<file path="config.mk">
export PLATFORM = sky130hd
export DESIGN_NAME = rdc_rx_ctrl
export DESIGN_NICKNAME = d
export VERILOG_FILES = /design/src/common/rdc_pkg.sv /design/src/verilog/rdc_tick_gen.sv /design/src/verilog/rdc_rx_ctrl.sv
export SDC_FILE = /design/constraint.sdc
export NUM_CORES = 1
export LEC_CHECK = 0
export ABC_AREA = 0
export BUFFER_PORTS_ARGS = -buffer_cell sky130_fd_sc_hd__buf_2
export CAP_MARGIN = 30
export CORE_AREA = 2 2 186 188
export DETAILED_ROUTE_END_ITERATION = 10
export DIE_AREA = 0 0 188 190
export GPL_ROUTABILITY_DRIVEN = 0
export PLACE_DENSITY = 0.83
export RECOVER_POWER = 50
export SLEW_MARGIN = 5
export SYNTH_ARGS = -nofsm -noshare
export SYNTH_HDL_FRONTEND = slang
export SYNTH_HIERARCHICAL = 1
export SYNTH_SLANG_ARGS = --single-unit
</file>
<file path="constraint.sdc">
create_clock -name pclk -period 10.9 [get_ports pclk]
set_input_delay 1.09 -clock pclk [delete_from_list [all_inputs] [get_ports pclk]]
set_output_delay 1.09 -clock pclk [all_outputs]
set_load 0.1 [all_outputs]
</file>
<file path="src/common/rdc_pkg.sv">
// shared constants and types of the receiver duty-cycle sequencer
package rdc_pkg;

  // ==========================================================
  // timing
  localparam int CLK_PERIOD_NS = 10;
  localparam int US_NS         = 1000;
  localparam int US_CYC        = US_NS / CLK_PERIOD_NS;
  localparam int US_PER_MS     = 1000;
  localparam int POR_US        = 500;
  localparam int TUNE_US       = 300;
  localparam int SLEEP_MS_MIN  = 3;
  localparam int SLEEP_MS_RST  = 3;
  localparam int XTAL_US_RST   = 310;
  localparam int RX_MS_RST     = 1000;

  // ==========================================================
  // register map
  localparam logic [7:0] ADDR_CTRL   = 8'h00;
  localparam logic [7:0] ADDR_SLEEP  = 8'h04;
  localparam logic [7:0] ADDR_XTAL   = 8'h08;
  localparam logic [7:0] ADDR_RX     = 8'h0C;
  localparam logic [7:0] ADDR_STATUS = 8'h10;

  localparam int CTRL_DUTY_BIT = 0;
  localparam int CTRL_CLKEN_BIT = 1;
  localparam int CTRL_DIV_LSB  = 2;
  localparam int DIV_W         = 2;
  localparam logic [31:0] CTRL_RST = 32'h0000_0001;

  localparam int ST_DOUT_BIT  = 5;
  localparam int ST_CLKON_BIT = 6;
  localparam int ST_RSTO_BIT  = 7;

  // ==========================================================
  // sequencer states
  typedef enum logic [4:0] {
    ST_PUP   = 5'b00001,
    ST_SLEEP = 5'b00010,
    ST_XTAL  = 5'b00100,
    ST_TUNE  = 5'b01000,
    ST_RX    = 5'b10000
  } rdc_state_e;

endpackage

</file>
<file path="src/verilog/rdc_tick_gen.sv">
// one-cycle microsecond tick, restartable at each phase entry
`timescale 1ns/100ps
module rdc_tick_gen #(
  parameter int DIV = 100
) (
  // clock and reset
  input  wire logic pclk,
  input  wire logic presetn,
  // control
  input  wire logic clr,
  // tick
  output logic      tick
);

  typedef struct packed {
    logic [15:0] cnt;
  } rdc_tick_s;

  rdc_tick_s r;
  rdc_tick_s next_r;

  // ==========================================================
  // divider
  always_comb begin
    next_r = r;
    tick   = (r.cnt == 16'(DIV - 1));
    if (clr || tick) begin
      next_r.cnt = '0;
    end else begin
      next_r.cnt = r.cnt + 16'h0001;
    end
  end

  always_ff @(posedge pclk or negedge presetn) begin
    if (!presetn) begin
      r <= '0;
    end else begin
      r <= next_r;
    end
  end

endmodule

</file>
<file path="src/verilog/rdc_rx_ctrl.sv">
// duty-cycle sequencer, reset output and clock output of a stand-alone receiver
//
// Operation
// - duty mode loops sleep, crystal settle, tune, receive until power goes away
// - tuning phase lasts 300 us, then receive starts
// - digital logic runs from the system clock standing for the crystal
// - sleep time can be set down to 3 ms, never below
// - receive gap equals sleep plus crystal settle plus tuning time in duty mode; always-receive mode skips the settle
// - demodulated data output is low whenever not receiving
// - receive window defaults to 1 second
// - active-low reset output follows internal power-on reset
// - power-on reset releases a fixed delay after supply is detected
// - reset output drops at once when supply falls
// - clock output is the system clock divided down when enabled
// - divided clock runs only in crystal settle, tune or receive
// - a configuration field selects the clock division
//
// Our own choices: the address map and the APB register port.
`timescale 1ns/100ps
module rdc_rx_ctrl #(
  parameter int POR_US  = rdc_pkg::POR_US,
  parameter int TUNE_US = rdc_pkg::TUNE_US,
  parameter int US_CYC  = rdc_pkg::US_CYC
) (
  // clock and reset
  input  wire logic        pclk,
  input  wire logic        presetn,
  // apb slave
  input  wire logic [7:0]  paddr,
  input  wire logic        psel,
  input  wire logic        penable,
  input  wire logic        pwrite,
  input  wire logic [31:0] pwdata,
  output logic      [31:0] prdata,
  output logic             pready,
  output logic             pslverr,
  // receive data
  input  wire logic        demod_data_in,
  output logic             demod_data_out,
  // system outputs
  output logic             reset_out_n,
  output logic             divided_clock_out
);

  // ==========================================================
  // state
  typedef struct packed {
    rdc_pkg::rdc_state_e         state;
    logic [37:0]                 cnt;
    logic [15:0]                 por_cnt;
    logic                        por_done;
    logic                        duty;
    logic                        clken;
    logic [rdc_pkg::DIV_W-1:0]   div;
    logic [27:0]                 sleep_ms;
    logic [15:0]                 xtal_us;
    logic [27:0]                 rx_ms;
    logic                        dsync1;
    logic                        dsync2;
    logic                        dout;
    logic [7:0]                  clk_cnt;
    logic                        clk_out;
    logic [31:0]                 rdata;
    logic                        err;
  } rdc_ctrl_s;

  localparam rdc_ctrl_s RST = '{
    state:    rdc_pkg::ST_PUP,
    cnt:      '0,
    por_cnt:  '0,
    por_done: 1'b0,
    duty:     rdc_pkg::CTRL_RST[rdc_pkg::CTRL_DUTY_BIT],
    clken:    rdc_pkg::CTRL_RST[rdc_pkg::CTRL_CLKEN_BIT],
    div:      rdc_pkg::CTRL_RST[rdc_pkg::CTRL_DIV_LSB +: rdc_pkg::DIV_W],
    sleep_ms: 28'(rdc_pkg::SLEEP_MS_RST),
    xtal_us:  16'(rdc_pkg::XTAL_US_RST),
    rx_ms:    28'(rdc_pkg::RX_MS_RST),
    dsync1:   1'b0,
    dsync2:   1'b0,
    dout:     1'b0,
    clk_cnt:  '0,
    clk_out:  1'b0,
    rdata:    '0,
    err:      1'b0
  };

  rdc_ctrl_s r;
  rdc_ctrl_s next_r;

  logic us_tick;
  logic tick_clr;
  logic clk_allow;
  logic phase_done;
  logic go;
  rdc_pkg::rdc_state_e nxt;

  // ==========================================================
  // helpers
  function automatic logic [37:0] ms_to_us(input logic [27:0] ms);
    return 38'(ms) * 38'(rdc_pkg::US_PER_MS);
  endfunction

  // phase length in microseconds, less one
  function automatic logic [37:0] phase_last(input rdc_pkg::rdc_state_e st, input rdc_ctrl_s c);
    logic [37:0] v;
    v = 38'h1;
    case (st)
      rdc_pkg::ST_SLEEP: v = c.duty ? ms_to_us(c.sleep_ms) : ms_to_us(28'(rdc_pkg::SLEEP_MS_MIN));
      rdc_pkg::ST_XTAL:  v = 38'(c.xtal_us);
      rdc_pkg::ST_TUNE:  v = 38'(TUNE_US);
      rdc_pkg::ST_RX:    v = ms_to_us(c.rx_ms);
      default:           v = 38'h1;
    endcase
    return v - 38'h1;
  endfunction

  // system clock stands for the crystal; all timing is whole microseconds of it
  rdc_tick_gen #(
    .DIV (US_CYC)
  ) u_tick (
    .pclk    (pclk),
    .presetn (presetn),
    .clr     (tick_clr),
    .tick    (us_tick)
  );

  // ==========================================================
  // next state
  always_comb begin
    next_r = r;
    nxt    = r.state;
    go     = 1'b0;

    // data pin comes from the analog demodulator, not our clock
    next_r.dsync1 = demod_data_in;
    next_r.dsync2 = r.dsync1;

    // power-on reset delay counted from release of presetn
    if (!r.por_done && us_tick) begin
      if (r.por_cnt == 16'(POR_US - 1)) begin
        next_r.por_done = 1'b1;
      end else begin
        next_r.por_cnt = r.por_cnt + 16'h0001;
      end
    end

    phase_done = us_tick && (r.cnt == phase_last(r.state, r));

    // sequencer; gap before receive is sleep, then settle in duty mode only, then tune
    case (r.state)
      rdc_pkg::ST_PUP: begin
        if (r.por_done) begin
          go  = 1'b1;
          nxt = rdc_pkg::ST_SLEEP;
        end
      end
      rdc_pkg::ST_SLEEP: begin
        if (phase_done) begin
          go  = 1'b1;
          nxt = r.duty ? rdc_pkg::ST_XTAL : rdc_pkg::ST_TUNE;
        end
      end
      rdc_pkg::ST_XTAL: begin
        if (phase_done) begin
          go  = 1'b1;
          nxt = rdc_pkg::ST_TUNE;
        end
      end
      rdc_pkg::ST_TUNE: begin
        if (phase_done) begin
          go  = 1'b1;
          nxt = rdc_pkg::ST_RX;
        end
      end
      rdc_pkg::ST_RX: begin
        // always-receive mode stays here until power goes away
        if (phase_done && r.duty) begin
          go  = 1'b1;
          nxt = rdc_pkg::ST_SLEEP;
        end
      end
      default: begin
        go  = 1'b1;
        nxt = rdc_pkg::ST_PUP;
      end
    endcase

    tick_clr = go;
    if (go) begin
      next_r.state = nxt;
      next_r.cnt   = '0;
    end else if (us_tick && r.state != rdc_pkg::ST_PUP) begin
      next_r.cnt = r.cnt + 38'h1;
    end

    // data is only passed while receiving; keyed to the state being entered so the
    // pin is already low in the first cycle of the gap
    next_r.dout = (next_r.state == rdc_pkg::ST_RX) && r.dsync2;

    // divided clock; half period is 1, 2, 4 or 8 system cycles
    // gated on the state being entered, so sleep never sees a leftover high cycle
    clk_allow = r.clken && (next_r.state == rdc_pkg::ST_XTAL || next_r.state == rdc_pkg::ST_TUNE
                            || next_r.state == rdc_pkg::ST_RX);
    if (!clk_allow) begin
      next_r.clk_cnt = '0;
      next_r.clk_out = 1'b0;
    end else if (r.clk_cnt >= (8'h01 << r.div) - 8'h01) begin
      next_r.clk_cnt = '0;
      next_r.clk_out = !r.clk_out;
    end else begin
      next_r.clk_cnt = r.clk_cnt + 8'h01;
    end

    // apb: read data and error caught in setup, writes land in access
    if (psel && !penable) begin
      next_r.err   = 1'b0;
      next_r.rdata = '0;
      if (paddr == rdc_pkg::ADDR_CTRL) begin
        next_r.rdata[rdc_pkg::CTRL_DUTY_BIT]  = r.duty;
        next_r.rdata[rdc_pkg::CTRL_CLKEN_BIT] = r.clken;
        next_r.rdata[rdc_pkg::CTRL_DIV_LSB +: rdc_pkg::DIV_W] = r.div;
      end else if (paddr == rdc_pkg::ADDR_SLEEP) begin
        next_r.rdata = 32'(r.sleep_ms);
      end else if (paddr == rdc_pkg::ADDR_XTAL) begin
        next_r.rdata = 32'(r.xtal_us);
      end else if (paddr == rdc_pkg::ADDR_RX) begin
        next_r.rdata = 32'(r.rx_ms);
      end else if (paddr == rdc_pkg::ADDR_STATUS) begin
        next_r.rdata[4:0] = r.state;
        next_r.rdata[rdc_pkg::ST_DOUT_BIT]  = r.dout;
        next_r.rdata[rdc_pkg::ST_CLKON_BIT] = clk_allow;
        next_r.rdata[rdc_pkg::ST_RSTO_BIT]  = r.por_done;
      end else begin
        next_r.err = 1'b1;
      end
    end
    if (psel && penable && pwrite) begin
      if (paddr == rdc_pkg::ADDR_CTRL) begin
        next_r.duty  = pwdata[rdc_pkg::CTRL_DUTY_BIT];
        next_r.clken = pwdata[rdc_pkg::CTRL_CLKEN_BIT];
        next_r.div   = pwdata[rdc_pkg::CTRL_DIV_LSB +: rdc_pkg::DIV_W];
      end else if (paddr == rdc_pkg::ADDR_SLEEP) begin
        // shorter sleep than the timer floor is raised to the floor
        if (pwdata[27:0] < 28'(rdc_pkg::SLEEP_MS_MIN)) begin
          next_r.sleep_ms = 28'(rdc_pkg::SLEEP_MS_MIN);
        end else begin
          next_r.sleep_ms = pwdata[27:0];
        end
      end else if (paddr == rdc_pkg::ADDR_XTAL) begin
        next_r.xtal_us = (pwdata[15:0] == 16'h0000) ? 16'h0001 : pwdata[15:0];
      end else if (paddr == rdc_pkg::ADDR_RX) begin
        next_r.rx_ms = (pwdata[27:0] == 28'h000_0000) ? 28'h000_0001 : pwdata[27:0];
      end
    end
  end

  // ==========================================================
  // registers; presetn stands for the supply, so its fall clears at once
  always_ff @(posedge pclk or negedge presetn) begin
    if (!presetn) begin
      r <= RST;
    end else begin
      r <= next_r;
    end
  end

  assign pready            = psel && penable;
  assign prdata            = r.rdata;
  assign pslverr           = r.err && psel && penable;
  assign demod_data_out    = r.dout;
  assign reset_out_n       = r.por_done;
  assign divided_clock_out = r.clk_out;

  // ==========================================================
  // checks
  localparam int TUNE_CYC = TUNE_US * US_CYC;
  localparam int POR_CYC  = POR_US * US_CYC;

  logic [31:0] stay;
  logic [31:0] up_cyc;

  always_ff @(posedge pclk or negedge presetn) begin
    if (!presetn) begin
      stay   <= '0;
      up_cyc <= '0;
    end else begin
      stay   <= (next_r.state != r.state) ? 32'h0000_0000 : stay + 32'h0000_0001;
      up_cyc <= (up_cyc == 32'hFFFF_FFFF) ? up_cyc : up_cyc + 32'h0000_0001;
    end
  end
endmodule

</file>
==> parameters.txt <==
Parameter                              Value

Route
  Average wire length per cell after detail routing    18.7 um
  Count of unresolved DRC violations after routing    0
  Total number of vias    17231
  Via-to-Cell Ratio    6.22
  Total Routed Length    51800 um
  Drt initial violations    1512
  Post-detailed-route count of antenna-violating nets    0
  Drt pass-1 iters    7

Clock tree
  TritonCTS Buffers    17
  Latest clock arrival within the worst-skew pair    0.47 ns
  Clk slew on worst S/H paths    0.08 ns
  Hold_buf cts    0
  Clock tree from TritonCTS    yes
  Setup Fix Bufs, Post-CTS    0
  Clock tree buffer depth    2
  Cts repair resizes    0
  Count of H-tree levels built during CTS    4
  Clock root buffer    clkbuf_16
  Clock Sinks    193

Worst setup path
  Biggest cell delay along the critical path    0.63 ns
  Arrival time worst endpoint    9.22 ns
  Highest-delay cell along the critical path    and3_1
  Element type at the critical path start    flip-flop
  Worst setup EP type    flip-flop
  Critical path class    reg -> reg
  Critical path cell sequence    fa_1 -> inv_1 -> fa_1 -> fa_1 -> inv_1 -> fa_1 -> ha_1 -> and3_1 -> a221oi_2 -> o21ai_0 -> xnor2_1 -> o221ai_1 -> a2111oi_0 -> and3_1 -> nand3_1 -> a311oi_1 -> nor3_1 -> a2111oi_0 -> o2111a_1 -> o211ai_2 -> o22ai_2 -> buf_4 -> or2_1 -> nor2_1
  Depth of the critical timing path with buffers and inverters included    24
  Buffering stage count on the worst path with inverters included    3
  Worst reg-to-reg setup slack    2.01 ns
  Cell repeated most along the worst path    fa_1
  R2R cell count    24
  Largest delay contributor family on the critical path    compound AO/OA/AOI/OAI gates
  Top fanout value on the critical path    39
  Data required time at the worst endpoint    11.23 ns

Floorplan
  Floorplan die area    35700 um2
  Floorplan row count    68
  Core area    33900 um2
  Initial core utilization    62.8%
  Horiz. Die Dim    188 um
  Die Height    190 um
  Number of top-level pins    83

Logic synthesis
  Sequential share of the synthesized area    22.7%
  Top cells by instance count after synthesis    inv_1, fa_1, dfrtp_1, nor2_1, ha_1
  Count of flip-flops with a built-in enable after synthesis    0
  Share of flip-flops with an asynchronous set or reset after synthesis    100%
  Area share of the leading cell type in the synthesized netlist    20.9%
  Post-synth top flop    dfrtp_1
  Total standard cell area after synthesis    21300 um2
  Warnings from Yosys    6
  Cell type with the largest total area after synthesis    dfrtp_1
  Synthesized instance count    2309
  Dominant cell by count in the synthesized netlist    inv_1
  Area contributors post-synth    dfrtp_1, fa_1, ha_1, inv_1, mux2_2
  Number of synthesized register bits    193
  Syn avg cell area    9.23 um2
  Number of distinct library cells after synthesis    97

STA
  Final hold violation count    0
  Pins over their slew limit    111
  Final period util    81.6%
  Setup Skew    0.0164 ns
  Crit path time final    8.89 ns
  RSZ-0062 raised after global routing    no
  Count of endpoints failing setup in the final report    0
  Actual transition at the worst max-transition pin    5.91 ns
  Final setup margin    2.01 ns
  Tightest slew margin relative to the limit    -294%
  Fmax    112 MHz
  TNS Setup    0 ns

Run status
  Run status    finished with violations
  Failing checks    capacitance limit, slew limit

Finish
  Synth-to-layout area growth    5.07%
  Fraction of layout instances using a drive strength above 1    10.5%
  Number of inserted filler cells in the final layout    2598
  Final Non-Filler Cells    2772
  Core utilization of the finished layout    66.0%
  Total inserted antenna cells    0
  Final net count    2714

Placement
  Pre-CTS setup slack    2.28 ns
  Count of placed standard cells including taps    2738
  Count of buffers inserted at the top-level ports    74
  Detail Placement HPWL    40200 um

GRT
  Wire length of the first global-routing pass    86800 um
  Initial antenna violation count    0
  GR Overflow Total    0
  Via count of the first global-routing pass    17624
  Maximum number of pins on one net before global-route repair    111
  Total routing usage reported by global routing    30.3%

Pwr
  Ratio of total power to cell area    80.2 nW/um2
  Power, Total    1800 uW
  LEAKAGE    0.0107 uW
  Peak supply drop    0.116 mV

Worst hold path
  Hold-critical path depth    0
  Type of the tightest min-delay check    reg -> reg

Flow run
  Max Cap Violations    1
==> cells in the final DEF, fill, tap and decap left out, types with 20 or more instances in the layout <==
cell type | synthesis | final
a21oi_1 | 108 | 108
a221oi_1 | 21 | 21
and3_1 | 26 | 26
buf_2 | 10 | 73
dfrtp_1 | 178 | 178
fa_1 | 204 | 204
ha_1 | 160 | 160
inv_1 | 336 | 336
mux2_2 | 74 | 74
nand2_1 | 153 | 153
nand3_1 | 45 | 45
nand4_1 | 57 | 57
nor2_1 | 174 | 175
nor3_1 | 40 | 38
nor4_1 | 30 | 30
o21ai_0 | 57 | 57
o31ai_1 | 20 | 20
xnor2_1 | 85 | 85
xor2_1 | 74 | 74
==> power by group <==
group	internal [uW]	switching [uW]	leakage [uW]
logic	133	280	0.00782
clock network	310	326	0.000286
registers	729	19.2	0.00256
total	1170	624	0.0107
==> state kept, by name (all words and copies together) (netlist names) <==
| register | cells |
|---|---|
| demod_data_out | 1 |
| divided_clock_out | 1 |
| next_r | 1 |
| prdata | 28 |
| r | 145 |
| reset_out_n | 1 |
| u_tick/r | 16 |
==> layer usage <==
metal / part of all wire (%) / GRT usage (%)
met1: 40 / 37.4
met2: 48 / 51.4
met3: 6.5 / 5.17
met4: 5.1 / 15.4
met5: 0 / 0
==> layout make-up <==
cell class / instances / area [um2] / share of cell area, %
Clock buffer: 18 / 439 / 1.96
Inverter: 336 / 1260 / 5.63
Sequential cell: 193 / 4850 / 21.6
Timing Repair Buffer: 90 / 512 / 2.29
Multi-Input combinational cell: 1666 / 14600 / 65.3
Clock inverter: 14 / 149 / 0.665
Tap cell: 455 / 569 / 2.54
==> logic make-up after synthesis <==
logic type | after synthesis | synth area share [%]
XOR/XNOR | 159 | 6.53
AO/OA/AOI/OAI | 384 | 12.6
buffers and inverters | 457 | 8.81
multiplexers | 93 | 4.86
flip-flops | 193 | 22.7
adder cells (fa/ha/maj) | 364 | 28.6
other | 1 | 0.0176
AND/OR/NAND/NOR | 658 | 15.9
==> per-stage QoR <==
| step | cell area (um2) | hold WS (ns) |
|---|---|---|
| floorplan | 21300 | 0.331 |
| global placement | 21800 | 0.346 |
| detailed placement | 21800 | 0.342 |
| CTS | 22400 | 0.365 |
| global route | 22400 | 0.378 |
| finish | 22400 | 0.361 |
==> worst paths after layout <==
path,start,endpoint
worst max-delay path,r[91],u_tick/r[13]
worst min register to register,next_r[43],r[43]
worst max register to register,r[91],u_tick/r[13]
max in group asynchronous,presetn,r[108]
worst min-delay path,next_r[43],r[43]
min in group asynchronous,presetn,prdata[5]
Power figures use the tool's default switching activity.
